$ cat src/pkg/nbi_defs.svh
// Constants for the NPU boundary interface ends
// Behaviour
// - Hard reset is asynchronous, active low
// - Asynchronous memory-test reset
// - Privilege taken from strap after reset
// - Security taken from strap after reset
// - Interrupt is an active-high level
// - Clock active raised while clock needed
// - Low request asks to gate clock
// - Clock request answered by accept or deny
// - Power active raised while power needed
// - Low request asks to power down
// - Power request answered by accept or deny
// - Port frozen while clock enable low
// - Wake-up raised while work pending
// - AXI4-compatible subset plus enable and wake-up
// - Write address: id, address, length, attributes
// - Write data 64 bits, 8 strobes, last
// - Write response id and code, device ready
// - Read address: id, address, length, attributes
// - Read ids chosen by fetched stream
// - Id ranges per stream fixed
// - Register wake-up ORed into clock active
`ifndef NBI_DEFS_SVH
`define NBI_DEFS_SVH
`define NBI_ID_W      6
`define NBI_ADDR_W    32
`define NBI_LEN_W     8
`define NBI_DATA_W    64
`define NBI_STRB_W    8
`define NBI_FIFO_DEPTH 8
`define NBI_MAX_OUT   8
`define NBI_SIZE_8B   3'h3
`define NBI_BURST_INCR 2'h1
`define NBI_CACHE_DEF 4'h3
`define NBI_CMD_FIRST  7'h00
`define NBI_CMD_LAST   7'h03
`define NBI_IFM_FIRST  7'h04
`define NBI_IFM_LAST   7'h1d
`define NBI_WGT_FIRST  7'h1e
`define NBI_WGT_LAST   7'h37
`define NBI_BIAS_FIRST 7'h38
`define NBI_BIAS_LAST  7'h3b
`define NBI_M2M_FIRST  7'h3c
`define NBI_M2M_LAST   7'h3f
`endif

$ cat src/pkg/nbi_pkg.sv
// Types shared by both ends of the NPU boundary interface
package nbi_pkg;
  typedef enum logic [2:0] {
    NBI_STREAM_CMD,
    NBI_STREAM_IFM,
    NBI_STREAM_WGT,
    NBI_STREAM_BIAS,
    NBI_STREAM_M2M
  } nbi_stream_t;

  typedef enum logic [1:0] {
    NBI_Q_RUN,
    NBI_Q_GRANT,
    NBI_Q_DENY
  } nbi_qstate_t;
endpackage

$ cat src/pkg/nbi_if.sv
// Boundary signals between the NPU end and the system end
`timescale 1ns/10ps
`include "nbi_defs.svh"
interface nbi_if;
  logic                     irq;
  logic                     clock_chan_active;
  logic                     clock_chan_request_n;
  logic                     clock_chan_accept_n;
  logic                     clock_chan_deny;
  logic                     power_chan_active;
  logic                     power_chan_request_n;
  logic                     power_chan_accept_n;
  logic                     power_chan_deny;
  logic                     mgr0_wakeup;
  logic                     mgr0_clock_enable;
  logic                     awvalid;
  logic [`NBI_ID_W-1:0]     awid;
  logic [`NBI_ADDR_W-1:0]   awaddr;
  logic [`NBI_LEN_W-1:0]    awlen;
  logic [2:0]               awsize;
  logic [1:0]               awburst;
  logic [3:0]               awcache;
  logic [2:0]               awprot;
  logic                     awready;
  logic                     wvalid;
  logic [`NBI_DATA_W-1:0]   wdata;
  logic [`NBI_STRB_W-1:0]   wstrb;
  logic                     wlast;
  logic                     wready;
  logic                     bvalid;
  logic [`NBI_ID_W-1:0]     bid;
  logic [1:0]               bresp;
  logic                     bready;
  logic                     arvalid;
  logic [`NBI_ID_W-1:0]     mgr0_read_id;
  logic [`NBI_ADDR_W-1:0]   araddr;
  logic [`NBI_LEN_W-1:0]    arlen;
  logic [2:0]               arsize;
  logic [1:0]               arburst;
  logic [3:0]               arcache;
  logic [2:0]               arprot;
  logic                     arready;

  modport dev (
    output irq, clock_chan_active, clock_chan_accept_n, clock_chan_deny,
    output power_chan_active, power_chan_accept_n, power_chan_deny, mgr0_wakeup,
    output awvalid, awid, awaddr, awlen, awsize, awburst, awcache, awprot,
    output wvalid, wdata, wstrb, wlast, bready,
    output arvalid, mgr0_read_id, araddr, arlen, arsize, arburst, arcache, arprot,
    input  clock_chan_request_n, power_chan_request_n, mgr0_clock_enable,
    input  awready, wready, bvalid, bid, bresp, arready
  );
  modport sys (
    input  irq, clock_chan_active, clock_chan_accept_n, clock_chan_deny,
    input  power_chan_active, power_chan_accept_n, power_chan_deny, mgr0_wakeup,
    input  awvalid, awid, awaddr, awlen, awsize, awburst, awcache, awprot,
    input  wvalid, wdata, wstrb, wlast, bready,
    input  arvalid, mgr0_read_id, araddr, arlen, arsize, arburst, arcache, arprot,
    output clock_chan_request_n, power_chan_request_n, mgr0_clock_enable,
    output awready, wready, bvalid, bid, bresp, arready
  );
endinterface

$ cat src/hdl/nbi_fifo.sv
// Parameterised FIFO for write data beats
`timescale 1ns/10ps
module nbi_fifo #(
  parameter int WIDTH = 73,
  parameter int DEPTH = 8
) (
  input  wire logic             clk,
  input  wire logic             rst_n,
  input  wire logic             ce,
  input  wire logic             in_valid,
  output logic                  in_ready,
  input  wire logic [WIDTH-1:0] in_data,
  output logic                  out_valid,
  input  wire logic             out_ready,
  output logic [WIDTH-1:0]      out_data
);
  localparam int AW = (DEPTH > 1) ? $clog2(DEPTH) : 1;

  initial begin
    if (DEPTH < 2 || (DEPTH & (DEPTH - 1)) != 0 || WIDTH < 1)
      $error("nbi_fifo: DEPTH must be a power of two of at least 2");
  end

  typedef struct packed {
    logic [DEPTH-1:0][WIDTH-1:0] mem;
    logic [AW-1:0]               wr;
    logic [AW-1:0]               rd;
    logic [AW:0]                 cnt;
    logic                        in_rdy;
    logic                        out_vld;
  } nbi_fifo_state_t;

  nbi_fifo_state_t s;
  nbi_fifo_state_t next_s;
  logic            push;
  logic            pop;

  assign in_ready  = s.in_rdy;
  assign out_valid = s.out_vld;
  assign out_data  = s.mem[s.rd];

  always_comb begin
    next_s = s;
    push   = in_valid && s.in_rdy;
    pop    = out_ready && s.out_vld;
    if (push) begin
      next_s.mem[s.wr] = in_data;
      next_s.wr        = s.wr + 1'b1;
    end
    if (pop) begin
      next_s.rd = s.rd + 1'b1;
    end
    // Full only reached when the drain side stalls
    next_s.cnt     = s.cnt + (AW+1)'(push) - (AW+1)'(pop);
    next_s.in_rdy  = next_s.cnt != (AW+1)'(DEPTH);
    next_s.out_vld = next_s.cnt != '0;
  end

  always_ff @(posedge clk or negedge rst_n) begin
    if (!rst_n) begin
      s        <= '0;
      s.in_rdy <= 1'b1;
    end else if (ce) begin
      s <= next_s;
    end
  end
endmodule

$ cat src/hdl/nbi_dev_end.sv
// NPU end of the boundary: reset, straps, interrupt, Q-Channels, manager 0
`timescale 1ns/10ps
`include "nbi_defs.svh"
module nbi_dev_end
  import nbi_pkg::*;
#(
  parameter int FIFO_DEPTH = `NBI_FIFO_DEPTH,
  parameter int MAX_OUT    = `NBI_MAX_OUT
) (
  input  wire logic                     sys_clk,
  input  wire logic                     hard_reset_n,
  input  wire logic                     memtest_reset_n,
  input  wire logic                     boot_privilege_strap,
  input  wire logic                     boot_security_strap,
  input  wire logic                     regport_wakeup,
  input  wire logic                     need_clock,
  input  wire logic                     irq_event,
  input  wire logic                     irq_clear,
  input  wire logic                     wr_cmd_valid,
  output logic                          wr_cmd_ready,
  input  wire logic [`NBI_ID_W-1:0]     wr_cmd_id,
  input  wire logic [`NBI_ADDR_W-1:0]   wr_cmd_addr,
  input  wire logic [`NBI_LEN_W-1:0]    wr_cmd_len,
  input  wire logic                     wd_valid,
  output logic                          wd_ready,
  input  wire logic [`NBI_DATA_W-1:0]   wd_data,
  input  wire logic [`NBI_STRB_W-1:0]   wd_strb,
  input  wire logic                     wd_last,
  output logic                          wr_done,
  output logic [1:0]                    wr_done_resp,
  input  wire logic                     rd_cmd_valid,
  output logic                          rd_cmd_ready,
  input  wire nbi_stream_t              rd_cmd_stream,
  input  wire logic [4:0]               rd_cmd_slot,
  input  wire logic [`NBI_ADDR_W-1:0]   rd_cmd_addr,
  input  wire logic [`NBI_LEN_W-1:0]    rd_cmd_len,
  input  wire logic                     rd_done,
  output logic                          privileged,
  output logic                          nonsecure,
  nbi_if.dev                            port
);
  localparam int OW = $clog2(MAX_OUT + 1);
  localparam int FW = `NBI_DATA_W + `NBI_STRB_W + 1;

  initial begin
    if (MAX_OUT < 1 || FIFO_DEPTH < 2)
      $error("nbi_dev_end: MAX_OUT or FIFO_DEPTH too small");
  end

  typedef struct packed {
    logic                   strap_done;
    logic                   privileged;
    logic                   nonsecure;
    logic                   irq;
    logic                   awvalid;
    logic [`NBI_ID_W-1:0]   awid;
    logic [`NBI_ADDR_W-1:0] awaddr;
    logic [`NBI_LEN_W-1:0]  awlen;
    logic                   awrdy;
    logic                   wvalid;
    logic [`NBI_DATA_W-1:0] wdata;
    logic [`NBI_STRB_W-1:0] wstrb;
    logic                   wlast;
    logic                   bready;
    logic                   wr_done;
    logic [1:0]             wr_resp;
    logic                   arvalid;
    logic [`NBI_ID_W-1:0]   arid;
    logic [`NBI_ADDR_W-1:0] araddr;
    logic [`NBI_LEN_W-1:0]  arlen;
    logic                   ardy;
    logic [OW-1:0]          wr_out;
    logic [OW-1:0]          rd_out;
    nbi_qstate_t [1:0]      q;
    logic [1:0]             accept_n;
    logic [1:0]             deny;
    logic [1:0]             active;
    logic                   wakeup;
  } nbi_dev_state_t;

  nbi_dev_state_t   s;
  nbi_dev_state_t   next_s;
  logic             ce;
  logic             rst_n;
  logic             fifo_vld;
  logic             fifo_pop;
  logic [FW-1:0]    fifo_data;
  logic [1:0]       req_n;
  logic             busy;
  logic             aw_go;
  logic             ar_go;
  logic             b_go;

  // Either reset clears all state, FIFO included, except accept_n and the FIFO in_rdy, which are set high
  assign rst_n = hard_reset_n && memtest_reset_n;
  assign ce    = port.mgr0_clock_enable;
  assign req_n = {port.power_chan_request_n, port.clock_chan_request_n};

  // A slot past its range clamps to the last id
  function automatic logic [`NBI_ID_W-1:0] map_id(nbi_stream_t st, logic [4:0] slot);
    logic [6:0] first;
    logic [6:0] last;
    logic [6:0] id;
    case (st)
      NBI_STREAM_CMD:  {first, last} = {`NBI_CMD_FIRST, `NBI_CMD_LAST};
      NBI_STREAM_IFM:  {first, last} = {`NBI_IFM_FIRST, `NBI_IFM_LAST};
      NBI_STREAM_WGT:  {first, last} = {`NBI_WGT_FIRST, `NBI_WGT_LAST};
      NBI_STREAM_BIAS: {first, last} = {`NBI_BIAS_FIRST, `NBI_BIAS_LAST};
      default:         {first, last} = {`NBI_M2M_FIRST, `NBI_M2M_LAST};
    endcase
    id = first + {2'h0, slot};
    if (id > last) begin
      id = last;
    end
    return id[`NBI_ID_W-1:0];
  endfunction

  nbi_fifo #(
    .WIDTH (FW),
    .DEPTH (FIFO_DEPTH)
  ) u_wfifo (
    .clk       (sys_clk),
    .rst_n     (rst_n),
    .ce        (ce),
    .in_valid  (wd_valid),
    .in_ready  (wd_ready),
    .in_data   ({wd_data, wd_strb, wd_last}),
    .out_valid (fifo_vld),
    .out_ready (fifo_pop),
    .out_data  (fifo_data)
  );

  assign fifo_pop = !s.wvalid || port.wready;

  always_comb begin
    next_s = s;
    aw_go  = wr_cmd_valid && s.awrdy;
    ar_go  = rd_cmd_valid && s.ardy;
    b_go   = port.bvalid && s.bready;
    // Straps caught once, at the first enabled edge
    if (!s.strap_done) begin
      next_s.strap_done = 1'b1;
      next_s.privileged = boot_privilege_strap;
      next_s.nonsecure  = boot_security_strap;
    end
    // Sticky interrupt level; a new event beats a clear
    if (irq_clear) begin
      next_s.irq = 1'b0;
    end
    if (irq_event) begin
      next_s.irq = 1'b1;
    end
    if (s.awvalid && port.awready) begin
      next_s.awvalid = 1'b0;
    end
    if (aw_go) begin
      next_s.awvalid = 1'b1;
      next_s.awid    = wr_cmd_id;
      next_s.awaddr  = wr_cmd_addr;
      next_s.awlen   = wr_cmd_len;
    end
    if (fifo_pop) begin
      next_s.wvalid = fifo_vld;
      next_s.wdata  = fifo_data[FW-1 -: `NBI_DATA_W];
      next_s.wstrb  = fifo_data[`NBI_STRB_W:1];
      next_s.wlast  = fifo_data[0];
    end
    next_s.bready  = 1'b1;
    next_s.wr_done = b_go;
    if (b_go) begin
      next_s.wr_resp = port.bresp;
    end
    if (s.arvalid && port.arready) begin
      next_s.arvalid = 1'b0;
    end
    if (ar_go) begin
      next_s.arvalid = 1'b1;
      next_s.arid    = map_id(rd_cmd_stream, rd_cmd_slot);
      next_s.araddr  = rd_cmd_addr;
      next_s.arlen   = rd_cmd_len;
    end
    next_s.wr_out = s.wr_out + OW'(aw_go) - OW'(b_go && s.wr_out != '0);
    next_s.rd_out = s.rd_out + OW'(ar_go) - OW'(rd_done && s.rd_out != '0);
    // Take a request only while its response has a slot
    next_s.awrdy = !next_s.awvalid && next_s.wr_out != OW'(MAX_OUT);
    next_s.ardy  = !next_s.arvalid && next_s.rd_out != OW'(MAX_OUT);
    busy = s.wr_out != '0 || s.rd_out != '0 || s.awvalid || s.arvalid
           || s.wvalid || fifo_vld;
    next_s.wakeup    = busy;
    next_s.active[0] = busy || s.irq || need_clock || regport_wakeup;
    next_s.active[1] = busy || s.irq || need_clock;
    for (int i = 0; i < 2; i++) begin
      case (s.q[i])
        NBI_Q_RUN: begin
          if (!req_n[i]) begin
            if (busy || s.irq || need_clock) begin
              next_s.q[i]    = NBI_Q_DENY;
              next_s.deny[i] = 1'b1;
            end else begin
              next_s.q[i]        = NBI_Q_GRANT;
              next_s.accept_n[i] = 1'b0;
            end
          end
        end
        NBI_Q_GRANT: begin
          // Held until the controller withdraws
          if (req_n[i]) begin
            next_s.q[i]        = NBI_Q_RUN;
            next_s.accept_n[i] = 1'b1;
          end
        end
        NBI_Q_DENY: begin
          if (req_n[i]) begin
            next_s.q[i]    = NBI_Q_RUN;
            next_s.deny[i] = 1'b0;
          end
        end
        default: begin
          next_s.q[i]        = NBI_Q_RUN;
          next_s.accept_n[i] = 1'b1;
          next_s.deny[i]     = 1'b0;
        end
      endcase
    end
  end

  always_ff @(posedge sys_clk or negedge rst_n) begin
    if (!rst_n) begin
      s          <= '0;
      s.accept_n <= 2'h3;
    end else if (ce) begin
      s <= next_s;
    end
  end

  assign wr_cmd_ready              = s.awrdy;
  assign rd_cmd_ready              = s.ardy;
  assign wr_done                   = s.wr_done;
  assign wr_done_resp              = s.wr_resp;
  assign privileged                = s.privileged;
  assign nonsecure                 = s.nonsecure;
  assign port.irq                  = s.irq;
  assign port.clock_chan_active    = s.active[0];
  assign port.clock_chan_accept_n  = s.accept_n[0];
  assign port.clock_chan_deny      = s.deny[0];
  assign port.power_chan_active    = s.active[1];
  assign port.power_chan_accept_n  = s.accept_n[1];
  assign port.power_chan_deny      = s.deny[1];
  assign port.mgr0_wakeup          = s.wakeup;
  assign port.awvalid              = s.awvalid;
  assign port.awid                 = s.awid;
  assign port.awaddr               = s.awaddr;
  assign port.awlen                = s.awlen;
  // Fixed size, burst and cache that AXI4 subordinates accept; protection bits from the straps
  assign port.awsize               = `NBI_SIZE_8B;
  assign port.awburst              = `NBI_BURST_INCR;
  assign port.awcache              = `NBI_CACHE_DEF;
  assign port.awprot               = {1'b0, s.nonsecure, s.privileged};
  assign port.wvalid               = s.wvalid;
  assign port.wdata                = s.wdata;
  assign port.wstrb                = s.wstrb;
  assign port.wlast                = s.wlast;
  assign port.bready               = s.bready;
  assign port.arvalid              = s.arvalid;
  assign port.mgr0_read_id         = s.arid;
  assign port.araddr               = s.araddr;
  assign port.arlen                = s.arlen;
  assign port.arsize               = `NBI_SIZE_8B;
  assign port.arburst              = `NBI_BURST_INCR;
  assign port.arcache              = `NBI_CACHE_DEF;
  assign port.arprot               = {1'b0, s.nonsecure, s.privileged};
endmodule

$ cat src/flat_wrapper.sv
// flat-port wrapper written by rule: the top's interface ports become plain ports
module nbi_dev_end_flat import nbi_pkg::*;
#(
  parameter int FIFO_DEPTH = `NBI_FIFO_DEPTH,
  parameter int MAX_OUT    = `NBI_MAX_OUT
)
  (sys_clk, hard_reset_n, memtest_reset_n, boot_privilege_strap, boot_security_strap, regport_wakeup, need_clock, irq_event, irq_clear, wr_cmd_valid, wr_cmd_ready, wr_cmd_id, wr_cmd_addr, wr_cmd_len, wd_valid, wd_ready, wd_data, wd_strb, wd_last, wr_done, wr_done_resp, rd_cmd_valid, rd_cmd_ready, rd_cmd_stream, rd_cmd_slot, rd_cmd_addr, rd_cmd_len, rd_done, privileged, nonsecure, port_irq, port_clock_chan_active, port_clock_chan_accept_n, port_clock_chan_deny, port_power_chan_active, port_power_chan_accept_n, port_power_chan_deny, port_mgr0_wakeup, port_awvalid, port_awid, port_awaddr, port_awlen, port_awsize, port_awburst, port_awcache, port_awprot, port_wvalid, port_wdata, port_wstrb, port_wlast, port_bready, port_arvalid, port_mgr0_read_id, port_araddr, port_arlen, port_arsize, port_arburst, port_arcache, port_arprot, port_clock_chan_request_n, port_power_chan_request_n, port_mgr0_clock_enable, port_awready, port_wready, port_bvalid, port_bid, port_bresp, port_arready);
  nbi_if port_i ();
  input  wire logic sys_clk;
  input  wire logic hard_reset_n;
  input  wire logic memtest_reset_n;
  input  wire logic boot_privilege_strap;
  input  wire logic boot_security_strap;
  input  wire logic regport_wakeup;
  input  wire logic need_clock;
  input  wire logic irq_event;
  input  wire logic irq_clear;
  input  wire logic wr_cmd_valid;
  output logic wr_cmd_ready;
  input  wire logic [`NBI_ID_W-1:0] wr_cmd_id;
  input  wire logic [`NBI_ADDR_W-1:0] wr_cmd_addr;
  input  wire logic [`NBI_LEN_W-1:0] wr_cmd_len;
  input  wire logic wd_valid;
  output logic wd_ready;
  input  wire logic [`NBI_DATA_W-1:0] wd_data;
  input  wire logic [`NBI_STRB_W-1:0] wd_strb;
  input  wire logic wd_last;
  output logic wr_done;
  output logic [1:0] wr_done_resp;
  input  wire logic rd_cmd_valid;
  output logic rd_cmd_ready;
  input  wire nbi_stream_t rd_cmd_stream;
  input  wire logic [4:0] rd_cmd_slot;
  input  wire logic [`NBI_ADDR_W-1:0] rd_cmd_addr;
  input  wire logic [`NBI_LEN_W-1:0] rd_cmd_len;
  input  wire logic rd_done;
  output logic privileged;
  output logic nonsecure;
  output wire logic [$bits(port_i.irq)-1:0] port_irq;
  output wire logic [$bits(port_i.clock_chan_active)-1:0] port_clock_chan_active;
  output wire logic [$bits(port_i.clock_chan_accept_n)-1:0] port_clock_chan_accept_n;
  output wire logic [$bits(port_i.clock_chan_deny)-1:0] port_clock_chan_deny;
  output wire logic [$bits(port_i.power_chan_active)-1:0] port_power_chan_active;
  output wire logic [$bits(port_i.power_chan_accept_n)-1:0] port_power_chan_accept_n;
  output wire logic [$bits(port_i.power_chan_deny)-1:0] port_power_chan_deny;
  output wire logic [$bits(port_i.mgr0_wakeup)-1:0] port_mgr0_wakeup;
  output wire logic [$bits(port_i.awvalid)-1:0] port_awvalid;
  output wire logic [$bits(port_i.awid)-1:0] port_awid;
  output wire logic [$bits(port_i.awaddr)-1:0] port_awaddr;
  output wire logic [$bits(port_i.awlen)-1:0] port_awlen;
  output wire logic [$bits(port_i.awsize)-1:0] port_awsize;
  output wire logic [$bits(port_i.awburst)-1:0] port_awburst;
  output wire logic [$bits(port_i.awcache)-1:0] port_awcache;
  output wire logic [$bits(port_i.awprot)-1:0] port_awprot;
  output wire logic [$bits(port_i.wvalid)-1:0] port_wvalid;
  output wire logic [$bits(port_i.wdata)-1:0] port_wdata;
  output wire logic [$bits(port_i.wstrb)-1:0] port_wstrb;
  output wire logic [$bits(port_i.wlast)-1:0] port_wlast;
  output wire logic [$bits(port_i.bready)-1:0] port_bready;
  output wire logic [$bits(port_i.arvalid)-1:0] port_arvalid;
  output wire logic [$bits(port_i.mgr0_read_id)-1:0] port_mgr0_read_id;
  output wire logic [$bits(port_i.araddr)-1:0] port_araddr;
  output wire logic [$bits(port_i.arlen)-1:0] port_arlen;
  output wire logic [$bits(port_i.arsize)-1:0] port_arsize;
  output wire logic [$bits(port_i.arburst)-1:0] port_arburst;
  output wire logic [$bits(port_i.arcache)-1:0] port_arcache;
  output wire logic [$bits(port_i.arprot)-1:0] port_arprot;
  input wire logic [$bits(port_i.clock_chan_request_n)-1:0] port_clock_chan_request_n;
  input wire logic [$bits(port_i.power_chan_request_n)-1:0] port_power_chan_request_n;
  input wire logic [$bits(port_i.mgr0_clock_enable)-1:0] port_mgr0_clock_enable;
  input wire logic [$bits(port_i.awready)-1:0] port_awready;
  input wire logic [$bits(port_i.wready)-1:0] port_wready;
  input wire logic [$bits(port_i.bvalid)-1:0] port_bvalid;
  input wire logic [$bits(port_i.bid)-1:0] port_bid;
  input wire logic [$bits(port_i.bresp)-1:0] port_bresp;
  input wire logic [$bits(port_i.arready)-1:0] port_arready;
  assign port_irq = port_i.irq;
  assign port_clock_chan_active = port_i.clock_chan_active;
  assign port_clock_chan_accept_n = port_i.clock_chan_accept_n;
  assign port_clock_chan_deny = port_i.clock_chan_deny;
  assign port_power_chan_active = port_i.power_chan_active;
  assign port_power_chan_accept_n = port_i.power_chan_accept_n;
  assign port_power_chan_deny = port_i.power_chan_deny;
  assign port_mgr0_wakeup = port_i.mgr0_wakeup;
  assign port_awvalid = port_i.awvalid;
  assign port_awid = port_i.awid;
  assign port_awaddr = port_i.awaddr;
  assign port_awlen = port_i.awlen;
  assign port_awsize = port_i.awsize;
  assign port_awburst = port_i.awburst;
  assign port_awcache = port_i.awcache;
  assign port_awprot = port_i.awprot;
  assign port_wvalid = port_i.wvalid;
  assign port_wdata = port_i.wdata;
  assign port_wstrb = port_i.wstrb;
  assign port_wlast = port_i.wlast;
  assign port_bready = port_i.bready;
  assign port_arvalid = port_i.arvalid;
  assign port_mgr0_read_id = port_i.mgr0_read_id;
  assign port_araddr = port_i.araddr;
  assign port_arlen = port_i.arlen;
  assign port_arsize = port_i.arsize;
  assign port_arburst = port_i.arburst;
  assign port_arcache = port_i.arcache;
  assign port_arprot = port_i.arprot;
  assign port_i.clock_chan_request_n = port_clock_chan_request_n;
  assign port_i.power_chan_request_n = port_power_chan_request_n;
  assign port_i.mgr0_clock_enable = port_mgr0_clock_enable;
  assign port_i.awready = port_awready;
  assign port_i.wready = port_wready;
  assign port_i.bvalid = port_bvalid;
  assign port_i.bid = port_bid;
  assign port_i.bresp = port_bresp;
  assign port_i.arready = port_arready;
  nbi_dev_end #(.FIFO_DEPTH(FIFO_DEPTH), .MAX_OUT(MAX_OUT)) u_core (.sys_clk(sys_clk), .hard_reset_n(hard_reset_n), .memtest_reset_n(memtest_reset_n), .boot_privilege_strap(boot_privilege_strap), .boot_security_strap(boot_security_strap), .regport_wakeup(regport_wakeup), .need_clock(need_clock), .irq_event(irq_event), .irq_clear(irq_clear), .wr_cmd_valid(wr_cmd_valid), .wr_cmd_ready(wr_cmd_ready), .wr_cmd_id(wr_cmd_id), .wr_cmd_addr(wr_cmd_addr), .wr_cmd_len(wr_cmd_len), .wd_valid(wd_valid), .wd_ready(wd_ready), .wd_data(wd_data), .wd_strb(wd_strb), .wd_last(wd_last), .wr_done(wr_done), .wr_done_resp(wr_done_resp), .rd_cmd_valid(rd_cmd_valid), .rd_cmd_ready(rd_cmd_ready), .rd_cmd_stream(rd_cmd_stream), .rd_cmd_slot(rd_cmd_slot), .rd_cmd_addr(rd_cmd_addr), .rd_cmd_len(rd_cmd_len), .rd_done(rd_done), .privileged(privileged), .nonsecure(nonsecure), .port(port_i));
endmodule
$ cat config.mk
export PLATFORM = sky130hd
export DESIGN_NAME = nbi_dev_end_flat
export DESIGN_NICKNAME = d
export VERILOG_FILES = /design/src/pkg/nbi_pkg.sv /design/src/pkg/nbi_if.sv /design/src/hdl/nbi_fifo.sv /design/src/hdl/nbi_dev_end.sv /design/src/flat_wrapper.sv
export VERILOG_INCLUDE_DIRS = /design/src /design/src/pkg
export SDC_FILE = /design/constraint.sdc
export NUM_CORES = 1
export LEC_CHECK = 0
export BUFFER_PORTS_ARGS = -buffer_cell sky130_fd_sc_hd__buf_2
export CORE_ASPECT_RATIO = 0.5
export CORE_MARGIN = 5
export CORE_UTILIZATION = 55
export CTS_CLUSTER_DIAMETER = 60
export CTS_CLUSTER_SIZE = 20
export DETAILED_ROUTE_END_ITERATION = 10
export MAX_ROUTING_LAYER = met4
export PLACE_DENSITY = 0.76
export SKIP_LAST_GASP = 1
export SLEW_MARGIN = 20
export SYNTH_ARGS = -nofsm -noshare
export SYNTH_HDL_FRONTEND = slang
export SYNTH_HIERARCHICAL = 1
export SYNTH_SLANG_ARGS = --single-unit
$ cat constraint.sdc
create_clock -name sys_clk -period 77.4 [get_ports sys_clk]
set_input_delay 7.74 -clock sys_clk [delete_from_list [all_inputs] [get_ports sys_clk]]
set_output_delay 7.74 -clock sys_clk [all_outputs]
set_load 0.02 [all_outputs]
==> impl_table.tex <==
\begin{tabular}{lr}
\hline
Metric & Value \\
\hline
\multicolumn{2}{l}{\textbf{Run status}} \\
Run status & finished, final reports clean \\
\multicolumn{2}{l}{\textbf{Pwr}} \\
Cell internal pwr & 1.09 mW \\
Net Sw Power & 0.504 mW \\
Comb pwr share & 0.392 \\
Static power due to leakage & 17.9 nW \\
PwrDens & 41.0 nW/um2 \\
Peak ir drop on the vdd network & 0.0303 mV \\
Design Power & 1.59 mW \\
Part of the total power dissipated in sequential elements & 0.454 \\
Clk network pwr share & 0.154 \\
Switching portion of total power & 0.317 \\
\multicolumn{2}{l}{\textbf{Global route}} \\
Met1 Use GR & 0.293 \\
All-layer global routing usage & 0.215 \\
Overflow left after global routing & 0 \\
Met2 capacity usage during global routing & 0.355 \\
Met3 usage in global routing & 0.0294 \\
Most heavily used metal layer in global routing & met2 \\
Number of global-route vias before repair & 20600 \\
Global-route wire length before repair & 117000 um \\
Pin count of the biggest net entering global routing & 163 \\
Number of antenna violations at the first check in global routing & 8 \\
\multicolumn{2}{l}{\textbf{Floorplanning}} \\
Core region area & 65000 um2 \\
Die span in y & 191 um \\
Horiz. Die Dim & 372 um \\
Initial core utilization & 0.556 \\
Boundary Pins & 404 \\
Standard-cell row count & 66 \\
Die area & 71200 um2 \\
\multicolumn{2}{l}{\textbf{STA}} \\
Clk\_skew & 0.0261 ns \\
Final worst-path setup slack & 66.29 ns \\
Setup TNS & 0 ns \\
Headroom to the max-slew limit & 0.317 \\
Number of hold-slack violations in the final timing report & 0 \\
Count of final max-slew check failures & 0 \\
Transition time at the pin with the least slew margin & 1.02 ns \\
Fmax & 0.0900 GHz \\
Minimum hold slack & 0.483 ns \\
Setup violation total in the final timing report & 0 \\
Share of the clock period used by the worst path & 0.144 \\
Clock period minus final worst setup slack & 11.11 ns \\
RSZ-0062 raised after global routing & false \\
\multicolumn{2}{l}{\textbf{Yosys}} \\
Mapped cell area & 36100 um2 \\
Post-Synthesis Mean Instance Area & 15.5 um2 \\
Mapped Cells & 2332 \\
Synth warnings & 6 \\
Sequential-to-total area share from yosys stat & 0.549 \\
Post-synth cell types & 49 \\
Number of storage elements in the synthesis netlist & 792 \\
\multicolumn{2}{l}{\textbf{Detailed routing}} \\
Wire length reported by the detailed router & 73900 um \\
Post-detailed-route DRC marker count & 0 \\
WL per Instance & 21.8 um \\
Via/cell ratio & 5.68 \\
Count of routing violations after the opening detailed-route iteration & 996 \\
Antenna Nets Post-Route & 0 \\
Number of vias in the routed layout & 19300 \\
First-pass iteration count of the detailed router & 5 \\
\multicolumn{2}{l}{\textbf{Setup path}} \\
Biggest fanout along the worst timing path & 71 \\
Cell occurring most often along the worst timing path & buf\_4 \\
Kind of capture point of the worst setup path & async pin \\
Crit-path leading delay family & buffers and inverters \\
Largest stage delay, worst path & 0.84 ns \\
Launching element type of the critical path & input port \\
Series of cell instances along the critical path & buf\_2 -> and2\_4 -> buf\_4 -> buf\_4 -> buf\_4 -> buf\_4 \\
Required time at the worst-slack endpoint & 78.01 ns \\
Crit path kind & input port to async pin \\
Buffers and inverters on the worst path & 5 \\
Worst path slowest cell & buf\_4 \\
Data arrival at the endpoint of the critical path & 11.72 ns \\
\multicolumn{2}{l}{\textbf{Clock network}} \\
Maximum level of the CTS H-tree & 2 \\
CTS-repair resized insts & 0 \\
Latest clock arrival within the worst-skew pair & 0.60 ns \\
Clock net sink count & 792 \\
Maximum clock insertion buffer count & 3 \\
Post-CTS Setup Repair Bufs & 0 \\
Number of buffers added to fix hold violations after cts & 0 \\
CTS clock-pin slew for the worst setup and hold paths & 0.08 ns \\
Root Buffer & clkbuf\_16 \\
Clock tree from TritonCTS & done \\
Clock buffers created by TritonCTS & 45 \\
\multicolumn{2}{l}{\textbf{Final layout}} \\
Number of fill cells & 4966 \\
Sequential cell area & 19800 um2 \\
Share of final-layout standard cells stronger than drive strength 1 & 0.568 \\
Area of combinational cells with multiple inputs & 14300 um2 \\
Synth-to-Final Area Change & 7.34\% \\
Net count reported at finish & 2722 \\
\multicolumn{2}{l}{\textbf{Hold path}} \\
Hold WC Path Type & flip-flop to flip-flop \\
\multicolumn{2}{l}{\textbf{Job}} \\
Number of violations of the max-capacitance limit & 0 \\
\multicolumn{2}{l}{\textbf{Placement}} \\
Worst setup slack before clock tree synthesis & 65.40 ns \\
Sum of net half-perimeters after detailed placement & 44300 um \\
Placer congestion estimate & 0.745 \\
Count of port buffers added during placement & 377 \\
\hline
\end{tabular}
cells by family after synthesis:
family,count (synthesis),share of synthesized area
xor+xnor,16,0.00388
flops,792,0.549
simple gates,96,0.0134
mux,977,0.350
other cells,2,0.000208
buf+inv,350,0.0596
fa+ha+maj,35,0.0130
compound gates,64,0.0114
worst reg2reg max path, cell delays in order, from the launching register on:
cell     delay [ns]
dfrtp_4        0.74
buf_4          0.84
buf_4          0.94
mux4_2         0.44
mux2_2         0.29
mux2_2         0.27
layer usage:
metal,share of wire,wire length [um],vias up
met5,0,0,-
met4,0.014,1010,0
met3,0.038,2810,71
met2,0.50,37200,320
met1,0.45,32900,10300
li1,-,-,8533
path summary, 6_finish.rpt:
| check | from | end | slack [ns] | cells after the start |
|---|---|---|---|---|
| max in group sys_clk | rd_cmd_stream[2] | u_core/port.mgr0_read_id[5] | 66.93 | 16 |
| setup / recovery | hard_reset_n | u_core/u_wfifo/s[209] | 66.29 | 6 |
| setup reg to reg | u_core/u_wfifo/s[7] | u_core/port.wstrb[5] | 73.76 | 5 |
| min in group asynchronous | memtest_reset_n | u_core/s[7] | 7.28 | 2 |
| hold / removal | u_core/port.mgr0_read_id[0] | u_core/port.mgr0_read_id[0] | 0.48 | 2 |
| hold reg to reg | u_core/port.mgr0_read_id[0] | u_core/port.mgr0_read_id[0] | 0.48 | 2 |
flip-flops by register name, summed over array words and instances (netlist names), 6 cells and up:
name	cells
u_core/port.awid	6
u_core/port.mgr0_read_id	6
u_core/s	12
u_core/port.awlen	8
u_core/port.wdata	64
u_core/port.araddr	32
u_core/port.wstrb	8
u_core/u_wfifo/s	594
u_core/port.awaddr	32
u_core/port.arlen	8
cells in the mapped netlist, drive strengths merged:
| cell | n | area share |
|---|---|---|
| a211o | 2 | 0.00048 |
| xnor2 | 13 | 0.0032 |
| o22ai | 4 | 0.00069 |
| inv | 36 | 0.0037 |
| a22o | 3 | 0.00073 |
| a21oi | 17 | 0.0024 |
| o22a | 1 | 0.00024 |
| dfrtp | 789 | 0.55 |
| a22oi | 1 | 0.00059 |
| xor2 | 3 | 0.00073 |
| nand4 | 3 | 0.00052 |
| and2 | 4 | 0.00069 |
| nor3 | 3 | 0.00087 |
| a31oi | 2 | 0.00035 |
| nand2 | 28 | 0.0029 |
| o21ai | 20 | 0.0028 |
| fa | 4 | 0.0022 |
| nor2b | 3 | 0.00052 |
| nor4b | 2 | 0.00048 |
| and3 | 4 | 0.00069 |
| o21bai | 1 | 0.00021 |
| nand2b | 5 | 0.00087 |
| or2 | 4 | 0.00069 |
| nor4 | 1 | 0.00017 |
| nor3b | 3 | 0.00062 |
| a221o | 1 | 0.00028 |
| conb | 2 | 0.00021 |
| a211oi | 4 | 0.00083 |
| mux4 | 146 | 0.091 |
| a32oi | 2 | 0.00048 |
| mux2i | 5 | 0.0014 |
| nand3 | 11 | 0.0015 |
| nor2 | 24 | 0.0026 |
| ha | 31 | 0.011 |
| nand3b | 1 | 0.00021 |
| clkbuf | 32 | 0.0033 |
| a21o | 5 | 0.0010 |
| o31ai | 1 | 0.00035 |
| buf | 282 | 0.053 |
| dfstp | 3 | 0.0022 |
| mux2 | 826 | 0.26 |
cells in the final DEF (no fill, tap or decap), types with 13 or more instances in the layout:
cell type  instances
a21oi_1           17
buf_2            377
buf_4             27
clkbuf_16         47
conb_1            20
dfrtp_1          786
ha_1              31
inv_1             36
mux2_1            34
mux2_2           792
mux4_2           146
nand2_1           27
nor2_1            20
o21ai_0           17
xnor2_1           13
cell type report:
cell class	instances	share of cell area
Sequential cell	792	0.511
Multi-Input combinational cell	1208	0.368
Timing Repair Buffer	409	0.0558
Clock buffer	52	0.0311
Tap cell	884	0.0285
Inverter	36	0.00348
Clock inverter	2	0.00100
Antenna cell	8	0.000516
metrics by stage:
stage | utilization | instance area (um2) | instances
3_5_place_dp | 0.577 | 37500 | 3329
3_3_place_gp | 0.577 | 37500 | 3329
6_report | 0.597 | 38800 | 3391
4_1_cts | 0.596 | 38700 | 3383
2_1_floorplan | - | 36200 | 2350
5_1_grt | 0.597 | 38800 | 3391
power by group through the flow:
stage          Clock [mW]  Combinational, mW  Sequential, mW
2_1_floorplan           0              0.569           0.688
3_3_place_gp            0              0.614           0.717
3_5_place_dp            0              0.630           0.729
4_1_cts             0.254              0.633           0.722
5_1_grt             0.270              0.677           0.746
6_report            0.245              0.624           0.721
Power figures use the tool's default switching activity.
